===== src/shared/bsc_pkg.sv =====
// package: operation codes, flag positions, widths and cycle counts of the branch/skip unit
package bsc_pkg;

  // ----------------------------------------------------------------
  // widths
  // ----------------------------------------------------------------
  localparam int BSC_PC_W = 16;
  localparam int BSC_OFS_W = 7;

  // ----------------------------------------------------------------
  // processor flag register bit positions
  // ----------------------------------------------------------------
  localparam logic [2:0] BSC_FLAG_C = 3'h0;
  localparam logic [2:0] BSC_FLAG_Z = 3'h1;
  localparam logic [2:0] BSC_FLAG_N = 3'h2;
  localparam logic [2:0] BSC_FLAG_V = 3'h3;
  localparam logic [2:0] BSC_FLAG_S = 3'h4;
  localparam logic [2:0] BSC_FLAG_H = 3'h5;
  localparam logic [2:0] BSC_FLAG_T = 3'h6;
  localparam logic [2:0] BSC_FLAG_I = 3'h7;

  // ----------------------------------------------------------------
  // cycle counts and pc steps
  // ----------------------------------------------------------------
  localparam logic [1:0] BSC_CYC_ONE = 2'h1;
  localparam logic [1:0] BSC_CYC_TWO = 2'h2;
  localparam logic [1:0] BSC_CYC_THREE = 2'h3;
  localparam logic [15:0] BSC_PC_STEP1 = 16'h0001;
  localparam logic [15:0] BSC_PC_STEP2 = 16'h0002;
  localparam logic [15:0] BSC_PC_STEP3 = 16'h0003;
  localparam logic [15:0] BSC_PC_RESET = 16'h0000;
  localparam logic [7:0] BSC_FLAGS_RESET = 8'h00;

  // ----------------------------------------------------------------
  // operations handled by this unit
  // ----------------------------------------------------------------
  typedef enum logic [4:0] {
    BSC_OP_NONE = 5'b00000,
    BSC_OP_SKIP_REG_BIT_SET = 5'b00001,
    BSC_OP_SKIP_IO_BIT_CLEAR = 5'b00010,
    BSC_OP_SKIP_IO_BIT_SET = 5'b00011,
    BSC_OP_BRANCH_FLAG_SET = 5'b00100,
    BSC_OP_BRANCH_FLAG_CLEAR = 5'b00101,
    BSC_OP_BRANCH_EQUAL = 5'b00110,
    BSC_OP_BRANCH_NOT_EQUAL = 5'b00111,
    BSC_OP_BRANCH_CARRY_SET = 5'b01000,
    BSC_OP_BRANCH_CARRY_CLEAR = 5'b01001,
    BSC_OP_BRANCH_SAME_OR_HIGHER = 5'b01010,
    BSC_OP_BRANCH_MINUS = 5'b01011,
    BSC_OP_BRANCH_PLUS = 5'b01100,
    BSC_OP_BRANCH_SIGNED_GE = 5'b01101,
    BSC_OP_BRANCH_SIGNED_LT = 5'b01110,
    BSC_OP_BRANCH_HALF_CARRY_SET = 5'b01111,
    BSC_OP_BRANCH_HALF_CARRY_CLEAR = 5'b10000,
    BSC_OP_BRANCH_TRANSFER_FLAG_SET = 5'b10001
  } bsc_op_t;

  // request from the decoder
  typedef struct packed {
    bsc_op_t op;
    logic [2:0] sel;                 // bit b or flag s
    logic [BSC_OFS_W-1:0] ofs;       // signed k
    logic [7:0] operand;             // working register or io register value
    logic next_two_word;             // following instruction is two words
  } bsc_req_t;

  // result to fetch
  typedef struct packed {
    logic [BSC_PC_W-1:0] pc;
    logic [1:0] cycles;
    logic taken;
  } bsc_res_t;

  // pc step state machine
  typedef enum logic [1:0] {
    BSC_ST_IDLE = 2'b00,
    BSC_ST_BUSY = 2'b01
  } bsc_state_t;

endpackage


===== src/design/bsc_branch_skip_unit.sv =====
// branch/skip unit top: evaluates the condition, updates pc, counts cycles
`timescale 1ns/1ns

// Notes on behaviour
// - register-bit-set skip tests bit b of working register; skips when one
// - io-bit-clear skip tests bit b of io register; skips when zero
// - io-bit-set skip tests bit b of io register; skips when one
// - flag-set branch jumps to pc plus k plus one when flag s is one
// - flag-clear branch jumps to pc plus k plus one when flag s is zero
// - equal branch jumps when zero flag is one
// - not-equal branch jumps when zero flag is zero
// - carry-set branch jumps when carry is one, else falls through
// - carry-clear branch jumps when carry is zero
// - same-or-higher branch behaves exactly as carry-clear branch
// - minus branch jumps on negative one, plus branch on negative zero
// - signed greater-or-equal jumps when negative xor overflow is zero
// - signed less-than jumps when negative xor overflow is one
// - half-carry set and clear branches test the half-carry flag
// - transfer-flag-set branch jumps when transfer flag is one
// - no skip or branch changes any status flag
module bsc_branch_skip_unit
  import bsc_pkg::*;
#(
  parameter int PC_W = BSC_PC_W
)
(
  input wire logic sys_clk_in,
  input wire logic rst_n_in,
  input wire logic req_valid_in,
  input wire bsc_req_t req_in,
  input wire logic [PC_W-1:0] pc_in,
  input wire logic [7:0] flags_in,
  output logic req_ready_out,
  output logic done_out,
  output bsc_res_t res_out,
  output logic [7:0] flags_out
);

  // ----------------------------------------------------------------
  // signals
  // ----------------------------------------------------------------
  bsc_state_t state_q;
  bsc_state_t state_d;
  logic [1:0] cnt_q;
  logic [1:0] cnt_d;
  logic hit;
  logic is_skip;
  logic is_branch;
  logic accept;
  logic [PC_W-1:0] pc_inc;
  logic [PC_W-1:0] ofs_ext;
  logic [PC_W-1:0] next_pc;
  logic [1:0] cycles;
  bsc_res_t res_q;
  logic [7:0] flags_q;
  logic done_q;

  // ----------------------------------------------------------------
  // condition evaluation
  // ----------------------------------------------------------------
  bsc_cond_eval u_cond (
    .op_in(req_in.op),
    .sel_in(req_in.sel),
    .operand_in(req_in.operand),
    .flags_in(flags_in),
    .hit_out(hit),
    .is_skip_out(is_skip),
    .is_branch_out(is_branch)
  );

  // ----------------------------------------------------------------
  // target and cycle count
  // ----------------------------------------------------------------
  assign accept = req_valid_in && (state_q == BSC_ST_IDLE) && (is_skip || is_branch);
  assign pc_inc = PC_W'(pc_in + PC_W'(BSC_PC_STEP1));
  assign ofs_ext = {{(PC_W-BSC_OFS_W){req_in.ofs[BSC_OFS_W-1]}}, req_in.ofs};

  always_comb begin
    next_pc = pc_inc;
    cycles = BSC_CYC_ONE;
    if (is_branch && hit) begin
      next_pc = PC_W'(pc_inc + ofs_ext);
      cycles = BSC_CYC_TWO;
    end else if (is_skip && hit) begin
      if (req_in.next_two_word) begin
        next_pc = PC_W'(pc_in + PC_W'(BSC_PC_STEP3));
        cycles = BSC_CYC_THREE;
      end else begin
        next_pc = PC_W'(pc_in + PC_W'(BSC_PC_STEP2));
        cycles = BSC_CYC_TWO;
      end
    end
  end

  // ----------------------------------------------------------------
  // busy state: hold off new requests for the instruction's cycles
  // ----------------------------------------------------------------
  always_comb begin
    state_d = state_q;
    cnt_d = cnt_q;
    case (state_q)
      BSC_ST_IDLE: begin
        if (accept && (cycles != BSC_CYC_ONE)) begin
          state_d = BSC_ST_BUSY;
          cnt_d = 2'(cycles - BSC_CYC_ONE);
        end
      end
      BSC_ST_BUSY: begin
        cnt_d = 2'(cnt_q - 2'h1);
        if (cnt_q == 2'h1) begin
          state_d = BSC_ST_IDLE;
        end
      end
      default: begin
        state_d = BSC_ST_IDLE;
        cnt_d = 2'h0;
      end
    endcase
  end

  // state register
  always_ff @(posedge sys_clk_in or negedge rst_n_in) begin
    if (!rst_n_in) begin
      state_q <= BSC_ST_IDLE;
      cnt_q <= 2'h0;
    end else begin
      state_q <= state_d;
      cnt_q <= cnt_d;
    end
  end

  // result register, loaded when a request is taken
  always_ff @(posedge sys_clk_in or negedge rst_n_in) begin
    if (!rst_n_in) begin
      res_q <= '0;
      res_q.pc <= BSC_PC_RESET;
      done_q <= 1'b0;
    end else begin
      done_q <= accept;
      if (accept) begin
        res_q.pc <= next_pc;
        res_q.cycles <= cycles;
        res_q.taken <= hit;
      end
    end
  end

  // flags pass through unchanged
  always_ff @(posedge sys_clk_in or negedge rst_n_in) begin
    if (!rst_n_in) begin
      flags_q <= BSC_FLAGS_RESET;
    end else if (accept) begin
      flags_q <= flags_in;
    end
  end

  // ----------------------------------------------------------------
  // outputs
  // ----------------------------------------------------------------
  assign req_ready_out = (state_q == BSC_ST_IDLE);
  assign done_out = done_q;
  assign res_out = res_q;
  assign flags_out = flags_q;

endmodule // bsc_branch_skip_unit


===== src/design/bsc_cond_eval.sv =====
// condition evaluator: decides take/skip from flags and operand bit
`timescale 1ns/1ns
module bsc_cond_eval
  import bsc_pkg::*;
(
  input wire bsc_op_t op_in,
  input wire logic [2:0] sel_in,
  input wire logic [7:0] operand_in,
  input wire logic [7:0] flags_in,
  output logic hit_out,
  output logic is_skip_out,
  output logic is_branch_out
);

  // ----------------------------------------------------------------
  // condition decode
  // ----------------------------------------------------------------
  always_comb begin
    hit_out = 1'b0;
    is_skip_out = 1'b0;
    is_branch_out = 1'b1;
    case (op_in)
      BSC_OP_SKIP_REG_BIT_SET: begin
        is_skip_out = 1'b1;
        is_branch_out = 1'b0;
        hit_out = operand_in[sel_in];
      end
      BSC_OP_SKIP_IO_BIT_CLEAR: begin
        is_skip_out = 1'b1;
        is_branch_out = 1'b0;
        hit_out = ~operand_in[sel_in];
      end
      BSC_OP_SKIP_IO_BIT_SET: begin
        is_skip_out = 1'b1;
        is_branch_out = 1'b0;
        hit_out = operand_in[sel_in];
      end
      BSC_OP_BRANCH_FLAG_SET: hit_out = flags_in[sel_in];
      BSC_OP_BRANCH_FLAG_CLEAR: hit_out = ~flags_in[sel_in];
      BSC_OP_BRANCH_EQUAL: hit_out = flags_in[BSC_FLAG_Z];
      BSC_OP_BRANCH_NOT_EQUAL: hit_out = ~flags_in[BSC_FLAG_Z];
      BSC_OP_BRANCH_CARRY_SET: hit_out = flags_in[BSC_FLAG_C];
      BSC_OP_BRANCH_CARRY_CLEAR: hit_out = ~flags_in[BSC_FLAG_C];
      BSC_OP_BRANCH_SAME_OR_HIGHER: hit_out = ~flags_in[BSC_FLAG_C];
      BSC_OP_BRANCH_MINUS: hit_out = flags_in[BSC_FLAG_N];
      BSC_OP_BRANCH_PLUS: hit_out = ~flags_in[BSC_FLAG_N];
      BSC_OP_BRANCH_SIGNED_GE: hit_out = ~(flags_in[BSC_FLAG_N] ^ flags_in[BSC_FLAG_V]);
      BSC_OP_BRANCH_SIGNED_LT: hit_out = flags_in[BSC_FLAG_N] ^ flags_in[BSC_FLAG_V];
      BSC_OP_BRANCH_HALF_CARRY_SET: hit_out = flags_in[BSC_FLAG_H];
      BSC_OP_BRANCH_HALF_CARRY_CLEAR: hit_out = ~flags_in[BSC_FLAG_H];
      BSC_OP_BRANCH_TRANSFER_FLAG_SET: hit_out = flags_in[BSC_FLAG_T];
      default: begin
        is_branch_out = 1'b0;
        hit_out = 1'b0;
      end
    endcase
  end

endmodule // bsc_cond_eval


===== config.mk =====
export PLATFORM = sky130hd
export DESIGN_NAME = bsc_branch_skip_unit
export DESIGN_NICKNAME = d
export VERILOG_FILES = /design/src/shared/bsc_pkg.sv /design/src/design/bsc_branch_skip_unit.sv /design/src/design/bsc_cond_eval.sv
export SDC_FILE = /design/constraint.sdc
export NUM_CORES = 1
export LEC_CHECK = 0
export BUFFER_PORTS_ARGS = -buffer_cell sky130_fd_sc_hd__buf_2
export CAP_MARGIN = 10
export CORE_ASPECT_RATIO = 1.25
export CORE_MARGIN = 2
export CORE_UTILIZATION = 30
export DETAILED_ROUTE_END_ITERATION = 6
export SLEW_MARGIN = 25
export SYNTH_ARGS = -nofsm -noshare
export SYNTH_HDL_FRONTEND = slang
export SYNTH_SLANG_ARGS = --single-unit

===== constraint.sdc =====
create_clock -name sys_clk_in -period 2.1 [get_ports sys_clk_in]
set_input_delay 0.42 -clock sys_clk_in [delete_from_list [all_inputs] [get_ports sys_clk_in]]
set_output_delay 0.42 -clock sys_clk_in [all_outputs]
set_load 0.005 [all_outputs]

==> results of run 1 <==
## cell families (layout without fill, tap and decap cells)
| group | count (synthesis) | after routing | share of synthesized area |
|---|---|---|---|
| and+or+nand+nor | 150 | 150 | 0.235 |
| muxes | 16 | 16 | 0.0787 |
| adders and majority gates | 22 | 22 | 0.0941 |
| DFF | 31 | 31 | 0.258 |
| xor gates and xnor gates | 39 | 39 | 0.114 |
| AOI/OAI and AO/OA | 82 | 82 | 0.184 |
| buffers and inverters | 27 | 212 | 0.0358 |
## timing repair
action | CTS | global route
resized for setup | 64 | 25
buffers inserted | 13 | 2
setup endpoints to repair | 20 | 22
gates cloned | 1 | 0
pin swaps | 44 | 19
## per-layer routing
| layer | wire, um | up-vias |
|---|---|---|
| li1 | - | 1702 |
| met1 | 4040 | 1641 |
| met2 | 5710 | 83 |
| met3 | 369 | 25 |
| met4 | 361 | 0 |
| met5 | 0 | - |
## report_power, final
| part | switching [mW] | internal [mW] | total (mW) |
|---|---|---|---|
| Sequential | 0.176 | 0.879 | 1.05 |
| Combinational | 0.805 | 0.891 | 1.70 |
| Clock | 0.270 | 0.589 | 0.859 |
## cell usage after synthesis (2+ instances only)
cell type / instances / area share
sky130_fd_sc_hd__nand2_1: 64 / 0.080
sky130_fd_sc_hd__dfrtp_1: 31 / 0.26
sky130_fd_sc_hd__nor2_1: 23 / 0.029
sky130_fd_sc_hd__ha_1: 21 / 0.087
sky130_fd_sc_hd__xor2_1: 21 / 0.061
sky130_fd_sc_hd__o21ai_0: 18 / 0.030
sky130_fd_sc_hd__xnor2_1: 18 / 0.052
sky130_fd_sc_hd__nand3_1: 16 / 0.027
sky130_fd_sc_hd__a21oi_1: 15 / 0.025
sky130_fd_sc_hd__inv_1: 11 / 0.014
sky130_fd_sc_hd__clkbuf_1: 10 / 0.012
sky130_fd_sc_hd__nand4_1: 10 / 0.021
sky130_fd_sc_hd__nor3_1: 10 / 0.017
sky130_fd_sc_hd__mux2i_1: 8 / 0.027
sky130_fd_sc_hd__o211ai_1: 7 / 0.017
sky130_fd_sc_hd__o21a_1: 6 / 0.015
sky130_fd_sc_hd__o221ai_1: 6 / 0.017
sky130_fd_sc_hd__a211oi_1: 5 / 0.012
sky130_fd_sc_hd__nor2b_1: 5 / 0.010
sky130_fd_sc_hd__a21o_1: 4 / 0.010
sky130_fd_sc_hd__mux4_1: 4 / 0.035
sky130_fd_sc_hd__o31ai_1: 4 / 0.010
sky130_fd_sc_hd__and2_1: 3 / 0.0062
sky130_fd_sc_hd__buf_1: 3 / 0.0037
sky130_fd_sc_hd__nand2b_1: 3 / 0.0062
sky130_fd_sc_hd__o211a_1: 3 / 0.010
sky130_fd_sc_hd__a31oi_1: 2 / 0.0042
sky130_fd_sc_hd__and3_1: 2 / 0.0042
sky130_fd_sc_hd__buf_2: 2 / 0.0033
sky130_fd_sc_hd__mux2_2: 2 / 0.0075
sky130_fd_sc_hd__nand3b_1: 2 / 0.0050
sky130_fd_sc_hd__o21ai_1: 2 / 0.0033
sky130_fd_sc_hd__or2_2: 2 / 0.0042
sky130_fd_sc_hd__or3_1: 2 / 0.0042
sky130_fd_sc_hd__or4_1: 2 / 0.0050
## state kept, by name, summed over array words and instances, names as in the netlist
name / flops
state_q: 1
done_out: 1
flags_out: 8
res_out: 19
cnt_q: 2
## area by class of cell
class | count | share of cell area
multi-input combinational | 309 | 0.498
timing repair buffer | 193 | 0.275
clock buffer | 6 | 0.0275
inverter | 11 | 0.00816
tap | 126 | 0.0312
sequential | 31 | 0.153
clock inverter | 2 | 0.00693
## how the worst max path moves through the flow
stage | from | end
floorplan | pc_in[4] | res_out[17]
global placement | pc_in[1] | res_out[18]
detailed placement | pc_in[1] | res_out[18]
CTS | pc_in[1] | res_out[18]
global route | pc_in[1] | res_out[18]
finish | pc_in[1] | res_out[18]
## worst reg2reg max path: cells and delay by family (launching register included)
kind	cells	cell delay, ns
simple gates	4	0.85
flops	1	0.42
buf+inv	1	0.22
==> implementation parameters, run 1 <==
Parameter                              Value

Outcome
  Status ... complete, but fails checks
  Violations in the final reports ... negative setup slack

Routing
  Antenna-violating nets left ... 0
  Average via count per standard cell ... 5.09
  Via count of the routed design ... 3451
  Drt total wl ... 10500 um
  Detailed Route Iter0 Violations ... 113
  DR DRC count ... 0
  Routed length per instance ... 15.5 um
  DRT Pass-1 Iters ... 4

Clocking
  Clock buffer depth ... 2
  TritonCTS clock tree ... built
  Clk slew on worst S/H paths ... 0.06 ns
  Clk root buf ... sky130_fd_sc_hd__clkbuf_16
  Number of CTS-inserted buffers ... 5
  H-tree levels ... 2
  Clock latency reported for the late side of the worst-skew pair ... 0.28 ns
  Count of hold-fix buffers inserted at cts ... 0
  Number of sinks handled by clock tree synthesis ... 31

Cells and area
  Count of filler cells inserted in the layout ... 898
  Seq. cell area ... 776 um2
  Antenna fix cells ... 0
  Area growth from synthesis to layout ... 68.3%
  Final layout net count ... about 620
  Layout Cells excl Fill ... 678
  Final non-filler cell area ... 0.00506 mm2
  Leading cell types in the layout, fill and taps excluded ... 97 x sky130_fd_sc_hd__buf_4, 69 x sky130_fd_sc_hd__buf_2, 59 x sky130_fd_sc_hd__nand2_1
  Fraction of the core area covered by cells at the end of the flow ... 0.524
  Fraction of final layout cells sized beyond drive strength 1 ... 0.514
  Most common library cell in the layout ignoring fill and taps ... sky130_fd_sc_hd__buf_4
  Total area of multi-input combinational cells ... around 0.0025 mm2

Yosys
  Number of synthesized flops with an enable pin ... 0
  Combined area of all synthesized cells ... 0.00301 mm2
  Post-synthesis instance total ... 367
  Nets in the synthesized netlist ... 440
  Sequential area share after synthesis ... 0.258
  Count of warnings emitted by yosys ... 0
  Synth Flop Type ... sky130_fd_sc_hd__dfrtp_1
  Synthesized area per cell ... just over 8 um2
  Count of state elements after synthesis ... 31
  Count of distinct cell types in the synthesized netlist ... between 50 and 60
  Post-synth ARST share ... 1.00

Setup path
  Buffers & Inverters on Critical Path ... 1
  Reg-to-reg setup timing slack ... 0.54 ns
  Total stage count of the critical path ... 12
  Reg2Reg Depth ... 5
  Beginning of the worst register-to-register path ... state_q[0]
  Crit path kind ... input port to flop
  Cell chain of the critical path ... buf_8 > ha_4 > nand3_4 > xnor2_2 > ha_4 > o211ai_1 > o211a_1 > or3_4 > o211a_1 > o21a_1 > o21a_1 > o21ai_1
  Gate family responsible for the most delay along the worst path ... compound AO/OA/AOI/OAI gates
  CP peak stage delay ... 0.35 ns
  Type of destination of the critical path ... flop
  Required time of the worst setup path ... 2.31 ns
  Largest fanout on the critical path ... 4
  Arrival time of data at the critical path endpoint ... 2.62 ns
  Max stage delay cell, worst path ... sky130_fd_sc_hd__or3_4
  Worst flop-to-flop path endpoint ... res_out[9]
  Element type at the critical path start ... input port

STA
  Hold violation total from the final report ... 0
  WHS ... 0.199 ns
  Rel. slew slack ... 0.520
  Maximum clock rate ... between 400 and 500 MHz
  Final critical path time including I/O delays and setup ... 2.41 ns
  Number of slew-limit violations in the final report ... 0
  Min setup slack post-route ... -0.309 ns
  Setup violators final ... 18
  Transition time at the pin with the least slew margin ... 0.720 ns
  Post-route clock skew ... 0.00310 ns
  RSZ-0062 raised after global routing ... true
  Total Negative Setup Slacks ... -3.22 ns
  Final period utilization ... 1.15

Floorplan
  Io pins ... 80
  DIE HEIGHT ... 116 um
  Initial core utilization ... 0.311
  Row cnt ... 40
  Die ar. ... 0.0108 mm2
  Floorplan Core Area ... 0.00966 mm2
  Width of the die ... 93.5 um

Pwr
  Pwr dens ... 714 mW/mm2
  Total power ... 3.61 mW
  Worst IR Drop VDD ... 281 uV
  Static leakage ... 2.34 nW

Min path
  HP Class ... input port to async pin

Placed design
  Placed cell count ... 655
  Quantity of I/O buffers inserted on ports ... 79
  Half-perimeter wire length after detailed placement ... 8240 um
  Final weighted congestion in routability-driven placement ... 0.880
  DP Area ... approximately 0.0044 mm2
  Place WS ... -0.755 ns

GRT
  Initial antenna violation count ... 0
  Met2 Usage GRT ... 0.379
  Number of global-route vias before repair ... 3585
  Global-route wire length before repair ... 16900 um
  Largest net degree at the start of global routing ... 32
  GR met3 Demand/Resource ... 0.0260
  Most crowded layer after global routing ... met2
  Met1 Usage GRT ... 0.219
  Overall routing resource usage ... 0.200
  Total overflow reported by the global router ... 0

Run
  Max_cap viols ... 0
No activity file was read; power rests on OpenSTA's default activity.
==> inputs of run 2 (changes only) <==
--- a/config.mk
+++ b/config.mk
@@ -5,13 +5,14 @@
 export SDC_FILE = /design/constraint.sdc
 export NUM_CORES = 1
 export LEC_CHECK = 0
-export BUFFER_PORTS_ARGS = -buffer_cell sky130_fd_sc_hd__buf_2
 export CAP_MARGIN = 10
 export CORE_ASPECT_RATIO = 1.25
 export CORE_MARGIN = 2
 export CORE_UTILIZATION = 30
 export DETAILED_ROUTE_END_ITERATION = 6
+export DONT_BUFFER_PORTS = 1
 export SLEW_MARGIN = 25
 export SYNTH_ARGS = -nofsm -noshare
 export SYNTH_HDL_FRONTEND = slang
+export SYNTH_HIERARCHICAL = 1
 export SYNTH_SLANG_ARGS = --single-unit
==> implementation parameters, run 2 <==
Parameter                              Value

STA
  Final period utilization ... 1.17 (+0.0251)
  Maximum clock rate ... 406 MHz (-2.1%)
  Post-route clock skew ... 0.00427 ns (+0.00117 ns)
  Final critical path time including I/O delays and setup ... 2.46 ns (+0.0528 ns)
  Number of slew-limit violations in the final report ... 0 (unchanged)
  Rel. slew slack ... 0.724 (+0.204)
  RSZ-0062 raised after global routing ... true
  Hold violation total from the final report ... 0 (unchanged)
  Setup violators final ... 21 (+3)
  Transition time at the pin with the least slew margin ... 0.412 ns (-0.309 ns)
  Min setup slack post-route ... -0.362 ns (-0.0528 ns)

Cells and area
  Total area of multi-input combinational cells ... 0.00254 mm2 (+0.99%)
  Number of flip-flops under the largest register name ... 19 (unchanged)
  Leading cell types in the layout, fill and taps excluded ... 79 x sky130_fd_sc_hd__buf_4, 64 x sky130_fd_sc_hd__nand2_1, 31 x sky130_fd_sc_hd__dfrtp_1
  Antenna fix cells ... 0 (unchanged)
  Most common library cell in the layout ignoring fill and taps ... sky130_fd_sc_hd__buf_4
  Layout Cells excl Fill ... 594 (-12%)
  Area growth from synthesis to layout ... 44.2%
  Fraction of final layout cells sized beyond drive strength 1 ... 0.376 (-0.138)
  Count of filler cells inserted in the layout ... 949 (+5.7%)
  Final layout net count ... 541 (-13%)
  Seq. cell area ... 776 um2 (unchanged)

Yosys
  Leading cell types by count after synthesis ... 71 x sky130_fd_sc_hd__nand2_1, 31 x sky130_fd_sc_hd__dfrtp_1, 29 x sky130_fd_sc_hd__xnor2_1
  Nets in the synthesized netlist ... 456 (+3.6%)
  Synth Flop Type ... sky130_fd_sc_hd__dfrtp_1
  Dominant cell type by area after synthesis ... sky130_fd_sc_hd__dfrtp_1
  Post-synthesis instance total ... 379 (+3.3%)
  Number of synthesized flops with an enable pin ... 0 (unchanged)
  Sequential area share after synthesis ... 0.250 (-0.00832)
  Synthesized area per cell ... 8.19 um2 (about the same)
  Count of warnings emitted by yosys ... 6 (+6)
  Leading post-synthesis cells by cell area ... sky130_fd_sc_hd__dfrtp_1 25%, sky130_fd_sc_hd__ha_1 10%, sky130_fd_sc_hd__nand2_1 8.6%
  Count of state elements after synthesis ... 31 (unchanged)
  Count of distinct cell types in the synthesized netlist ... 56 (+1.8%)
  Post-synth ARST share ... 1.00 (unchanged)
  Yosys top cell area share ... 0.250 (-0.00832)
  Most common cell in the netlist ... sky130_fd_sc_hd__nand2_1
  Combined area of all synthesized cells ... 0.00311 mm2 (+3.3%)

Floorplan
  Die ar. ... 0.0112 mm2 (+3.2%)
  Initial core utilization ... 0.307 (-0.00385)
  Row cnt ... 41 (+2.5%)
  Floorplan Core Area ... 0.0101 mm2 (+4.6%)
  Io pins ... 80 (unchanged)
  DIE HEIGHT ... 118 um (+1.6%)
  Width of the die ... 95 um (+1.6%)

Setup path
  Crit path kind ... input port to flop
  Max stage delay cell, worst path ... sky130_fd_sc_hd__or4_1
  Cell chain of the critical path ... ha_4 > nand3_4 > or2_4 > nor2_2 > xor2_1 > ha_1 > nand2_2 > a2111oi_4 > buf_4 > or4_1 > a41oi_1
  Element type at the critical path start ... input port
  Largest fanout on the critical path ... 4 (unchanged)
  CP peak stage delay ... 0.50 ns (+0.15 ns)
  Arrival time of data at the critical path endpoint ... 2.65 ns (+0.03 ns)
  Type of destination of the critical path ... flop
  Required time of the worst setup path ... 2.29 ns (-0.02 ns)

Routing
  Via count of the routed design ... 3070 (-11%)
  Met3 Wirelength ... 691 um (+87%)
  Drt total wl ... 9450 um (-9.9%)
  DR DRC count ... 0 (unchanged)
  Routed length per instance ... 15.9 um (+2.9%)
  Antenna-violating nets left ... 0 (unchanged)
  Met1 wire length ... 3630 um (-10%)
  Average via count per standard cell ... 5.17 (+1.5%)
  Detailed Route Iter0 Violations ... 154 (+36%)
  Top Metal Used ... met4
  Routed length on met2 ... 4800 um (-16%)
  DRT Pass-1 Iters ... 4 (unchanged)

Outcome
  Violations in the final reports ... negative setup slack
  Status ... complete, but fails checks

GRT
  Largest net degree at the start of global routing ... 32 (unchanged)
  Global-route wire length before repair ... 14900 um (-12%)
  Number of global-route vias before repair ... 3167 (-12%)
  Total overflow reported by the global router ... 0 (unchanged)
  Overall routing resource usage ... 0.164 (-0.0354)
  Initial antenna violation count ... 0 (unchanged)

Clocking
  TritonCTS clock tree ... built
  Clock latency reported for the late side of the worst-skew pair ... 0.27 ns (about the same)
  Clk root buf ... sky130_fd_sc_hd__clkbuf_16
  Clk slew on worst S/H paths ... 0.05 ns (about the same)
  Number of sinks handled by clock tree synthesis ... 31 (unchanged)
  Number of CTS-inserted buffers ... 5 (unchanged)
  H-tree levels ... 2 (unchanged)
  Clock buffer depth ... 2 (unchanged)

Placed design
  Final weighted congestion in routability-driven placement ... 0.860 (-2.2%)
  Quantity of I/O buffers inserted on ports ... 0 (-100%)
  Placed cell count ... 563 (-14%)
  Place WS ... -0.698 ns (+0.0566 ns)
  Half-perimeter wire length after detailed placement ... 7420 um (-9.9%)

Min path
  HP Class ... input port to flop

Run
  Max_cap viols ... 0 (unchanged)

Pwr
  Static leakage ... 1.94 nW (-17%)
  Pwr dens ... 677 mW/mm2 (-5.1%)
  Worst IR Drop VDD ... 363 uV (+29%)
  Total power ... 3.03 mW (-16%)
[run 2: per-stage QoR]
step | utilization | instance area (um2) | hold slack, ns | TNS (ns)
6_report | 0.443 | 4480 | 0.253 | -5.00
5_1_grt | 0.443 | 4480 | 0.248 | -7.71
4_1_cts | 0.427 | 4320 | 0.250 | -4.45
3_5_place_dp | 0.372 | 3760 | 0.125 | -11.61
3_3_place_gp | 0.372 | 3760 | 0.125 | -11.25
2_1_floorplan | - | 3170 | 0.124 | -6.69
[run 2: report_power, final]
| group | total, mW | internal (mW) | leakage (nW) | switching (mW) |
|---|---|---|---|---|
| registers | 1.07 | 0.849 | 0.384 | 0.219 |
| logic | 1.13 | 0.583 | 1.47 | 0.548 |
| clock network | 0.834 | 0.589 | 0.0868 | 0.246 |
[run 2: cell families after synthesis]
group | synth area share
AO/OA/AOI/OAI | 0.196
XOR/XNOR | 0.124
adder cells (fa/ha/maj) | 0.107
buffers and inverters | 0.0379
AND/OR/NAND/NOR | 0.233
flip-flops | 0.250
multiplexers | 0.0524
[run 2: repair_timing]
item	CTS	global route
pin swaps	29	17
setup buffers	18	4
hold endpoints to repair	31	0
hold buffers	2	0
gates resized for setup	52	26
setup endpoints to repair	21	22
[run 2: layer usage]
layer / up-vias / global-route usage
li1: 1512 / -
met1: 1439 / 0.185
met2: 96 / 0.290
met3: 23 / 0.0455
met4: 0 / 0.0589
met5: - / 0
[run 2: final cells by class]
cell class / count / share of cell area
multi-input combinational: 321 / 0.568
timing repair buffer: 95 / 0.175
sequential: 31 / 0.173
tap: 129 / 0.0360
clock buffer: 6 / 0.0310
inverter: 10 / 0.00838
clock inverter: 2 / 0.00782
[run 2: path summary, 6_finish.rpt]
kind                             start  slack (ns)  depth (start not counted)      endpoint
min                        flags_in[5]        0.25                          2  flags_out[5]
min reg2reg                   cnt_q[0]        0.48                          1      cnt_q[0]
max in group asynchronous     rst_n_in        1.34                          2   res_out[11]
min in group asynchronous     rst_n_in        0.60                          2      done_out
max reg2reg                 state_q[0]        0.44                          6   res_out[10]
max                           pc_in[1]       -0.36                         11   res_out[16]
[run 2: worst max-delay path, delay by kind of cell]
family,cells,cell delay [ns]
AOI/OAI and AO/OA,2,0.25
xor gates and xnor gates,1,0.26
adders and majority gates,2,0.46
buffers and inverters,1,0.16
and+or+nand+nor,5,1.10
